File: config.mk
export PLATFORM = sky130hd
export DESIGN_NAME = isrc_top
export DESIGN_NICKNAME = d
export VERILOG_FILES = /design/src/core/isrc_pkg.sv /design/src/core/isrc_wake_filter.sv /design/src/core/isrc_top.sv
export VERILOG_INCLUDE_DIRS = /design/src /design/src/core
export SDC_FILE = /design/constraint.sdc
export NUM_CORES = 1
export LEC_CHECK = 0
export BUFFER_PORTS_ARGS = -buffer_cell sky130_fd_sc_hd__buf_4
export CAP_MARGIN = 20
export CORE_MARGIN = 2
export CORE_UTILIZATION = 39
export CTS_CLUSTER_SIZE = 10
export DETAILED_ROUTE_END_ITERATION = 6
export PLACE_DENSITY = 0.75
export SYNTH_ARGS = -nofsm -noshare
export SYNTH_HDL_FRONTEND = slang
export SYNTH_SLANG_ARGS = --single-unit
export TNS_END_PERCENT = 20
File: constraint.sdc
create_clock -name pclk -period 1.55 [get_ports pclk]
set_clock_uncertainty 0.05 [all_clocks]
set_input_delay 0.155 -clock pclk [delete_from_list [all_inputs] [get_ports pclk]]
set_output_delay 0.155 -clock pclk [all_outputs]
set_load 0.01 [all_outputs]
File: src/core/isrc_cfg.svh
// Purpose: offsets, field positions, reset values for idle standby release control
// Assumes: 32-bit APB, word aligned registers
// Notes: included by bare name
`ifndef ISRC_CFG_SVH
`define ISRC_CFG_SVH
// ****************************************
// register offsets
// ****************************************
`define ISRC_OFS_POWER_SAVE_CONTROL 8'h00
`define ISRC_OFS_NOISE_FILTER_CONTROL 8'h04
`define ISRC_OFS_STATUS 8'h08
// ****************************************
// power save control fields
// ****************************************
`define ISRC_PSCTL_NMI1_MASK 0
`define ISRC_PSCTL_NMI0_MASK 1
`define ISRC_PSCTL_INT_MASK 2
`define ISRC_PSCTL_MODE_LO 4
`define ISRC_PSCTL_MODE_HI 5
`define ISRC_PSCTL_ENTER 7
`define ISRC_MODE_LIGHT 2'h1
`define ISRC_MODE_DEEP 2'h2
`define ISRC_PSCTL_RESET 8'h07
// ****************************************
// noise filter control fields
// ****************************************
`define ISRC_NFC_DIGITAL 0
`define ISRC_NFC_CLK_LO 1
`define ISRC_NFC_CLK_HI 3
`define ISRC_NFC_SLOW_MIN 3'h3
`define ISRC_NFC_RESET 4'h0
// ****************************************
// status fields
// ****************************************
`define ISRC_STAT_HALT 0
`define ISRC_STAT_LIGHT 1
`define ISRC_STAT_DEEP 2
`define ISRC_STAT_WOKE 3
`endif

File: src/core/isrc_pkg.sv
// Purpose: shared types for idle standby release control
// Assumes: nothing
// Notes: constants live in isrc_cfg.svh
package isrc_pkg;
    // ****************************************
    // request, mask and filter carriers
    // ****************************************
    typedef struct packed {
        logic nmi1;
        logic nmi0;
        logic maskable;
        logic ext_pin3;
    } isrc_req_s;
    typedef struct packed {
        logic second_nonmaskable_mask;
        logic first_nonmaskable_mask;
        logic maskable_interrupt_mask;
    } isrc_mask_s;
    typedef struct packed {
        logic digital;
        logic [2:0] clk_sel;
    } isrc_nf_s;
    // ****************************************
    // sequencer states
    // ****************************************
    typedef enum logic [4:0] {
        ISRC_RUN   = 5'b00001,
        ISRC_ENTER = 5'b00010,
        ISRC_LIGHT = 5'b00100,
        ISRC_DEEP  = 5'b01000,
        ISRC_EXIT  = 5'b10000
    } isrc_state_e;
endpackage

File: src/core/isrc_wake_filter.sv
// Purpose: decide whether pending requests may release an idle state
// Assumes: request inputs are pending levels, synchronous to pclk
// Notes: result is registered, one cycle behind the inputs
`timescale 1ns/1ps
`default_nettype none
`include "isrc_cfg.svh"
module isrc_wake_filter (
    input wire logic pclk,
    input wire logic presetn,
    input wire isrc_pkg::isrc_req_s req,
    input wire isrc_pkg::isrc_mask_s mask,
    input wire isrc_pkg::isrc_nf_s nf,
    output logic wake
);
    import isrc_pkg::*;
    // ****************************************
    // slow sampling select
    // ****************************************
    function automatic logic slow_sampling(input isrc_nf_s f);
        slow_sampling = f.digital && (f.clk_sel >= `ISRC_NFC_SLOW_MIN);
    endfunction
    // RULE_03: masked sources ignored
    // RULE_07: masked sources ignored
    wire logic nmi1_ok = req.nmi1 && !mask.second_nonmaskable_mask;
    wire logic nmi0_ok = req.nmi0 && !mask.first_nonmaskable_mask;
    wire logic int_ok = req.maskable && !mask.maskable_interrupt_mask;
    // RULE_04: slow filter blocks pin
    // RULE_08: slow filter blocks pin
    // sampler clock is stopped in standby, so a slow filter never sees the edge
    wire logic pin3_ok = req.ext_pin3 && !mask.maskable_interrupt_mask && !slow_sampling(nf);
    wire logic wake_d = nmi1_ok || nmi0_ok || int_ok || pin3_ok;
    logic wake_q;
    always_ff @(posedge pclk or negedge presetn) begin
        if (!presetn) begin
            wake_q <= 1'b0;
        end else begin
            wake_q <= wake_d;
        end
    end
    assign wake = wake_q;
endmodule // isrc_wake_filter
`default_nettype wire

File: src/core/isrc_top.sv
// Purpose: light and deep idle standby entry and release sequencer with APB registers
// Assumes: cpu stalls while cpu_halt is high; request inputs are pending levels
// Notes: zero wait state APB slave; unmapped addresses answer pslverr
//
// Summary of operation
// RULE_01: software places five nops after the write entering light idle.
// RULE_02: light idle entered with a valid pending request is left at once.
// RULE_03: requests masked by any of the three mask bits never release light idle.
// RULE_04: pin 3 with slow digital filter sampling cannot release light idle.
// RULE_05: software places five nops after the write entering deep idle.
// RULE_06: deep idle entered with a valid pending request is left at once.
// RULE_07: requests masked by any of the three mask bits never release deep idle.
// RULE_08: pin 3 with slow digital filter sampling cannot release deep idle.
// RULE_09: cpu stays halted in idle until a valid release, then resumes.
`timescale 1ns/1ps
`default_nettype none
`include "isrc_cfg.svh"
module isrc_top (
    input wire logic pclk,
    input wire logic presetn,
    input wire logic psel,
    input wire logic penable,
    input wire logic pwrite,
    input wire logic [7:0] paddr,
    input wire logic [31:0] pwdata,
    output logic [31:0] prdata,
    output logic pready,
    output logic pslverr,
    input wire isrc_pkg::isrc_req_s irq_req,
    output logic cpu_halt,
    output logic light_idle_active,
    output logic deep_idle_active,
    output logic standby_release
);
    import isrc_pkg::*;

    // ****************************************
    // bus decode
    // ****************************************
    wire logic access = psel && penable;
    wire logic sel_psctl = (paddr == `ISRC_OFS_POWER_SAVE_CONTROL);
    wire logic sel_nfc = (paddr == `ISRC_OFS_NOISE_FILTER_CONTROL);
    wire logic sel_stat = (paddr == `ISRC_OFS_STATUS);
    wire logic mapped = sel_psctl || sel_nfc || sel_stat;
    wire logic wr_psctl = access && pwrite && sel_psctl;
    wire logic wr_nfc = access && pwrite && sel_nfc;
    wire logic wr_stat = access && pwrite && sel_stat;

    // ****************************************
    // registers
    // ****************************************
    logic [7:0] psctl_q;
    logic [3:0] nfc_q;
    logic woke_q;
    logic [31:0] prdata_q;
    isrc_state_e state_q;
    isrc_state_e state_d;
    logic [1:0] mode_q;
    logic release_q;
    logic wake;
    wire logic [1:0] wr_mode = pwdata[`ISRC_PSCTL_MODE_HI:`ISRC_PSCTL_MODE_LO];
    wire logic mode_ok = (wr_mode == `ISRC_MODE_LIGHT) || (wr_mode == `ISRC_MODE_DEEP);
    // entry only from run; a write while halted cannot come from the cpu anyway
    wire logic enter_req = wr_psctl && pwdata[`ISRC_PSCTL_ENTER] && mode_ok
        && (state_q == ISRC_RUN);

    // ****************************************
    // mask and filter carriers
    // ****************************************
    wire isrc_mask_s mask = '{
        second_nonmaskable_mask: psctl_q[`ISRC_PSCTL_NMI1_MASK],
        first_nonmaskable_mask: psctl_q[`ISRC_PSCTL_NMI0_MASK],
        maskable_interrupt_mask: psctl_q[`ISRC_PSCTL_INT_MASK]
    };
    wire isrc_nf_s nf = '{
        digital: nfc_q[`ISRC_NFC_DIGITAL],
        clk_sel: nfc_q[`ISRC_NFC_CLK_HI:`ISRC_NFC_CLK_LO]
    };
    isrc_wake_filter u_wake (
        .pclk(pclk),
        .presetn(presetn),
        .req(irq_req),
        .mask(mask),
        .nf(nf),
        .wake(wake)
    );

    // ****************************************
    // state decode
    // ****************************************
    // one compare in one place, so status word and pins always agree
    function automatic logic in_state(input isrc_state_e s, input isrc_state_e t);
        in_state = (s == t);
    endfunction
    wire logic st_enter = in_state(state_q, ISRC_ENTER);
    wire logic st_light = in_state(state_q, ISRC_LIGHT);
    wire logic st_deep = in_state(state_q, ISRC_DEEP);
    wire logic st_exit = in_state(state_q, ISRC_EXIT);

    // ****************************************
    // sequencer
    // ****************************************
    always_comb begin
        state_d = state_q;
        case (state_q)
            ISRC_RUN: begin
                if (enter_req) begin
                    state_d = ISRC_ENTER;
                end
            end
            ISRC_ENTER: begin
                // RULE_02: pending request releases light
                // RULE_06: pending request releases deep
                if (wake) begin
                    state_d = ISRC_EXIT;
                end else if (mode_q == `ISRC_MODE_DEEP) begin
                    state_d = ISRC_DEEP;
                end else begin
                    state_d = ISRC_LIGHT;
                end
            end
            ISRC_LIGHT: begin
                // RULE_09: hold until valid release
                if (wake) begin
                    state_d = ISRC_EXIT;
                end
            end
            ISRC_DEEP: begin
                // RULE_09: hold until valid release
                if (wake) begin
                    state_d = ISRC_EXIT;
                end
            end
            ISRC_EXIT: begin
                state_d = ISRC_RUN;
            end
            default: begin
                state_d = ISRC_RUN;
            end
        endcase
    end
    always_ff @(posedge pclk or negedge presetn) begin
        if (!presetn) begin
            state_q <= ISRC_RUN;
        end else begin
            state_q <= state_d;
        end
    end

    // ****************************************
    // register writes
    // ****************************************
    // enter bit is a trigger, never stored, so a read shows zero there
    always_ff @(posedge pclk or negedge presetn) begin
        if (!presetn) begin
            psctl_q <= `ISRC_PSCTL_RESET;
            nfc_q <= `ISRC_NFC_RESET;
            mode_q <= 2'h0;
        end else begin
            // only masks and mode are kept
            if (wr_psctl) begin
                psctl_q <= pwdata[7:0] & 8'h37;
            end
            if (wr_nfc) begin
                nfc_q <= pwdata[3:0];
            end
            if (enter_req) begin
                mode_q <= wr_mode;
            end
        end
    end

    // sticky woke flag: set wins over write-one clear
    wire logic woke_set = st_exit;
    wire logic woke_clr = wr_stat && pwdata[`ISRC_STAT_WOKE];
    always_ff @(posedge pclk or negedge presetn) begin
        if (!presetn) begin
            woke_q <= 1'b0;
            release_q <= 1'b0;
        end else begin
            woke_q <= woke_set || (woke_q && !woke_clr);
            release_q <= woke_set;
        end
    end
    // ****************************************
    // outputs and read data
    // ****************************************
    // RULE_01: halt from the cycle after entry write
    // RULE_05: halt from the cycle after entry write
    wire logic halted = st_enter || st_light || st_deep;
    wire logic [31:0] stat_word = {28'h0000000, woke_q, st_deep, st_light, halted};
    wire logic [31:0] rd_mux = sel_psctl ? {24'h000000, psctl_q} :
        sel_nfc ? {28'h0000000, nfc_q} :
        sel_stat ? stat_word : 32'h00000000;
    always_ff @(posedge pclk or negedge presetn) begin
        if (!presetn) begin
            prdata_q <= 32'h00000000;
        end else if (psel && !penable && !pwrite) begin
            prdata_q <= rd_mux;
        end
    end
    assign prdata = prdata_q;

    // ****************************************
    // bus response
    // ****************************************
    // no wait states: every register answers in its first access cycle
    assign pready = 1'b1;
    // unmapped offsets flag an error and store nothing
    assign pslverr = access && !mapped;

    // ****************************************
    // standby pins
    // ****************************************
    // RULE_09: cpu held while halted
    assign cpu_halt = halted;
    assign light_idle_active = st_light;
    assign deep_idle_active = st_deep;
    // RULE_09: one-cycle release pulse
    assign standby_release = release_q;
endmodule // isrc_top
`default_nettype wire

* Yosys cells after proc, flatten, opt, wreduce, memory -nomap -nowiden
Cells that the tools add are included.
** Storage, ports and cells
- Bits of input ports :: 49
- Register bits after elaboration :: 51
- Word-level logic and storage cells :: 68
** Operators by class
- Reductions and logical operators :: 39
- Multiplexer cells :: 8
- Equal/unequal tests :: 12
- Magnitude comparators :: 1
** Operator list (count)
- 1-bit logical AND :: 19
- 5-bit 2-to-1 mux :: 3
- 5-bit one-hot mux with 3 select lines :: 1
- 4-bit 2-to-1 mux :: 3
- 1-bit logical OR :: 9
- 8-bit by 3-bit == test with 1-bit output (second input constant) :: 1
- 8-bit by 4-bit == test with 1-bit output (second input constant) :: 1
- 1-bit zero test :: 8
- 8-bit zero test :: 1
- 6-bit 2-to-1 mux :: 1
- 5-bit by 1-bit == test with 1-bit output (second input constant) :: 1
- 5-bit by 2-bit == test with 1-bit output (second input constant) :: 1
- 5-bit by 3-bit == test with 1-bit output (second input constant) :: 1
- 5-bit by 4-bit == test with 1-bit output (second input constant) :: 1
- 5-bit == test (second input constant) :: 1
- 2-bit == test (second input constant) :: 2
- 3-bit by 2-bit greater-or-equal comparator with 1-bit output (second input constant) :: 1
- 2-bit by 1-bit == test with 1-bit output (second input constant) :: 1
- 2-bit by 1-bit != test with 1-bit output (second input constant) :: 1
- 2-bit != test (second input constant) :: 1
- 2-bit AND reduction :: 1
- 2-bit OR reduction :: 1

* Longest topological paths before layout
- Depth after elaboration :: 8
- Depth in mapped cells :: 5
- Depth with buffers taken out :: 4

* Hierarchy
A second synthesis with hierarchy kept.
** Second synthesis, totals
- Cells, all modules :: 145
- Area total of the unflattened synthesis :: 1443.9 µm²
** By module, submodules not included
- isrc_top :: cells an instance 137, times used 1, area an instance 1380.1 µm², sequential area each 605.6 µm²
- isrc_wake_filter :: cells an instance 8, times used 1, area an instance 63.8 µm², sequential area each 25.0 µm²

* Least setup slack after synthesis
OpenSTA, ideal clock, no wires.
- Kind :: register -> register
- Start point :: register state_q[1]
- End point :: register mode_q[0]
- Slack :: 0.012 ns
- Buffers on the path :: 1
- Stages on the path, launching flop included :: 6
- Arrival :: 1.363 ns
- Cell sequence :: dfrtp_1 > buf_2 > nor4bb_1 > nand3_1 > nor2_4 > mux2_4
** Between the ends
- Cells in the longest elaborated chain, start to end :: 2
** RTL lines
- start, declared :: RTL line isrc_top.sv:56 : isrc_state_e state_q;
- start signal, assigned :: RTL line isrc_top.sv:146 : state_q <= state_d;
- 5-bit by 1-bit == test with 1-bit output :: RTL line isrc_top.sv:65 : && (state_q == ISRC_RUN);
- 1-bit logical AND :: RTL line isrc_top.sv:64 : wire logic enter_req = wr_psctl && pwdata[`ISRC_PSCTL_ENTER] && mode_ok
- end signal, assigned :: RTL line isrc_top.sv:168 : mode_q <= wr_mode;
- end, declared :: RTL line isrc_top.sv:58 : logic [1:0] mode_q;
Every way passes these cells.
A chain may end at the register's enable or synchronous reset.

* Worst setup path after layout
- Start point :: register state_q[1]
- End point :: output cpu_halt
** Between the ends
- Cells in the longest elaborated chain, start to end :: 3
** RTL lines
- 5-bit by 2-bit == test with 1-bit output / 5-bit by 3-bit == test with 1-bit output (equally long branches) :: RTL line isrc_top.sv:93 : in_state = (s == t);
- 1-bit logical OR :: RTL line isrc_top.sv:190 : wire logic halted = st_enter || st_light || st_deep;
- 1-bit logical OR (*) :: RTL line isrc_top.sv:190
- end, declared :: RTL line isrc_top.sv:30 : output logic cpu_halt,
Mark *: on every way between the ends. The rest lies on a longest branch, timed or not.

==> flow_metrics.env <==
export IMPL_grt_usage_pct=14.3
export IMPL_drtAntennaViolNets=0
export IMPL_seqPwrFrac_pct=55.0
export IMPL_layout_nets=247
export IMPL_dp_slack_ps=0.400
export IMPL_power_frac_clock_pct=31.6
export IMPL_insertion_delay_ps=270
export IMPL_synth_edf_count=0
export IMPL_ys_ff_latch=25
export IMPL_diodes=0
export IMPL_seqCellArea_um2=633
export IMPL_rows=22
export IMPL_vias_per_cell=4.62
export IMPL_hold_start="irq_req[3]"
export IMPL_root_buffer="clkbuf_8"
export IMPL_fill_cells=353
export IMPL_r2r_end="mode_q[1]"
export IMPL_initial_core_util_pct=40.8
export IMPL_grt_pass1_wl_um=4750
export IMPL_drive_gt1_share_pct=42.1
export IMPL_syn2layout_area_growth_pct=27.1
export IMPL_drt_initial_drc_count=18
export IMPL_maxSlewViolCount=0
export IMPL_grt_max_degree=26
export IMPL_ir_drop_mv=0.367
export IMPL_synth_top_family_by_area="simple AND/OR/NAND/NOR gates"
export IMPL_drt_pass1_iterations=4
export IMPL_synth_top_area_share_pct=34.9
export IMPL_routedWlPerCell_um=12.1
export IMPL_finalHoldViolations=0
export IMPL_crit_reg2reg_launch="state_q[1]"
export IMPL_powerDensity_nw_per_um2=629
export IMPL_yosysWarnings=0
export IMPL_switchingPower_uw=291
export IMPL_worstPathArrival_ps=1400
export IMPL_die_area_um2=4370
export IMPL_die_w_um=66.1
export IMPL_period_share_pct=104
export IMPL_setup_viol=1
export IMPL_post_route_min_period_ps=1600
export IMPL_syn_avg_cell_area_um2=10.2
export IMPL_die_y_um=66.1
export IMPL_status="complete, but fails checks"
export IMPL_ys_flop_type="dfrtp_1"
export IMPL_pwr_share_comb_pct=13.4
export IMPL_ioPinCount=87
export IMPL_synth_largest_area_cell="dfrtp_1"
export IMPL_path_clk_slew_ps=80
export IMPL_setup_slack_ps=-54.8
export IMPL_drcViolationCount=0
export IMPL_portBuffers=34
export IMPL_async_reset_ff_share_pct=100
export IMPL_antenna_found_initial=0
export IMPL_grt_overflow_total=0
export IMPL_end_kind="output pin"
export IMPL_fin_setup_tns_ps=-54.8
export IMPL_cp_required_ps=1340
export IMPL_crit_type="reg -> out"
export IMPL_cts_made_buffers=3
export IMPL_regToRegSetupSlack_ps=0
export IMPL_hold_class="in -> reg"
export IMPL_maxCapViolations=0
export IMPL_hold_end="u_wake.wake"
export IMPL_netlist_area_um2=1510
export IMPL_multi_input_area_um2=737
export IMPL_max_freq_mhz=623
export IMPL_synth_adder_area_share_pct=0
export IMPL_wirelength_um=2960
export IMPL_vias=1133
export IMPL_reg2regPathDepth=5
export IMPL_path_max_fanout=5
export IMPL_synth_cells=147
export IMPL_synthMuxAreaShare_pct=11.7
export IMPL_internal_power_uw=912
export IMPL_cp_start_kind="register"
export IMPL_synth_cell_types=41
export IMPL_synth_compound_area_share_pct=8.73
export IMPL_rsz0062_at_grt="yes"
export IMPL_clock_path_buffers=2
export IMPL_core_um2=3690
export IMPL_htreeDepth=1
export IMPL_failed_checks="negative setup slack"
export IMPL_synthSimpleGateAreaFrac_pct=18.6
export IMPL_hpwlAfterDp_um=2320
export IMPL_synth_seq_area_share_pct=41.9
export IMPL_p_leak_nw=0.962
export IMPL_synthTopCellsByArea="dfrtp_1 (35%), buf_4 (13%), dfstp_2 (7.0%)"
export IMPL_holdPathStages=3
export IMPL_grt_pass1_vias=1015
export IMPL_cts_sinks=25
export IMPL_place_congestion=0.782
export IMPL_yosys_area_share_xor_xnor_pct=1.16
export IMPL_swShare_pct=24.2
export IMPL_cts_tree="built"
## registers in the layout (all words and copies together) (netlist names)
name / count
mode_q: 2
nfc_q: 4
prdata: 6
psctl_q: 5
standby_release: 1
state_q: 5
u_wake.wake: 1
woke_q: 1
## synth_stat cells, types with 3 or more instances
| cell type | n |
|---|---|
| inv_1 | 6 |
| dfrtp_1 | 21 |
| buf_4 | 27 |
| mux2_2 | 5 |
| nor3_1 | 8 |
| buf_2 | 5 |
| nor2_1 | 6 |
| mux2i_1 | 3 |
| o21ai_0 | 5 |
| a21oi_1 | 5 |
| mux2_4 | 6 |
| nand2_1 | 9 |
| dfstp_2 | 4 |
| nand3_1 | 3 |
## cell usage in the layout, fill, tap and decap left out, types with 2 or more instances in the layout
cell / netlist / final
inv_1: 6 / 6
a21o_1: 2 / 2
dfstp_2: 4 / 4
mux2_4: 6 / 6
nor2_1: 6 / 6
mux2i_1: 3 / 3
a32o_1: 2 / 2
dfrtp_1: 21 / 19
nor2b_1: 2 / 2
nand2_1: 9 / 9
clkbuf_8: 0 / 3
buf_6: 1 / 2
nor3_2: 0 / 2
nand3_1: 3 / 2
o21ai_1: 1 / 2
nand4_1: 2 / 2
nor3_1: 8 / 6
mux2_2: 5 / 5
xor2_1: 2 / 2
dfrtp_2: 0 / 2
conb_1: 2 / 27
buf_4: 27 / 51
a21oi_1: 5 / 5
nand3b_1: 2 / 2
o21ai_0: 5 / 4
## worst max-delay path, cell delays in order (launching register included)
cell and delay, ps:
dfrtp_1 390, buf_6 130, o21ai_1 70, o21ai_1 100, nor3_1 190, buf_4 160, buf_6 90
## power groups by stage
| stage | Sequential (mW) | Combinational, mW | Clock [mW] |
|---|---|---|---|
| floorplan | 0.673 | 0.124 | 0 |
| global placement | 0.673 | 0.151 | 0 |
| detailed placement | 0.674 | 0.154 | 0 |
| CTS | 0.661 | 0.156 | 0.395 |
| global route | 0.662 | 0.181 | 0.418 |
| finish | 0.661 | 0.162 | 0.380 |
## how the worst max path moves through the flow
stage	start	to	slack, ps	cells past startpoint
after floorplan	state_q[1]	mode_q[0]	10	5
after CTS	state_q[3]	cpu_halt	-70	5
after global routing	state_q[1]	cpu_halt	-170	6
after global placement	state_q[0]	mode_q[1]	10	4
after detailed placement	state_q[0]	mode_q[1]	0.4	4
final	state_q[1]	cpu_halt	-50	6
## layout make-up
| class | instances | area share [%] |
|---|---|---|
| clock buffer | 4 | 2.35 |
| inverter | 6 | 1.18 |
| multi-input combinational | 108 | 38.5 |
| sequential | 25 | 33.1 |
| tap | 48 | 3.14 |
| timing repair buffer | 54 | 21.7 |
## logic make-up after synthesis
kind of cell / count (synthesis)
muxes: 14
DFF: 25
other: 2
xor gates and xnor gates: 2
AOI/OAI and AO/OA: 20
buffers and inverters: 39
and+or+nand+nor: 45
## routing by layer
metal / track usage, % / vias to the layer above / share of wire [%]
met5: 0 / - / 0
met4: 5.36 / 0 / 1.7
met3: 2.04 / 5 / 6.4
met2: 21.4 / 45 / 47
met1: 20.8 / 532 / 45
li1: - / 551 / -
## stage by stage
stage	utilization (%)	hold slack, ps	std cells	total power [mW]	area [um2]
2_1_floorplan	-	-191	172	0.796	1600
3_3_place_gp	47.5	23.0	231	0.825	1750
4_1_cts	50.4	56.1	242	1.21	1860
5_1_grt	51.9	59.7	245	1.26	1910
6_report	51.9	60.7	245	1.20	1910
3_5_place_dp	47.5	24.4	231	0.827	1750
## timing repair
| item | in CTS | in global routing |
|---|---|---|
| hold buffers | 1 | 0 |
| endpoints found under the hold margin | 21 | 0 |
| cloned | 0 | 0 |
| pin swaps | 3 | 6 |
| gates resized for setup | 3 | 7 |
| setup endpoints to repair | 5 | 6 |
| setup buffers | 6 | 3 |
No activity file was read; power rests on OpenSTA's default activity.
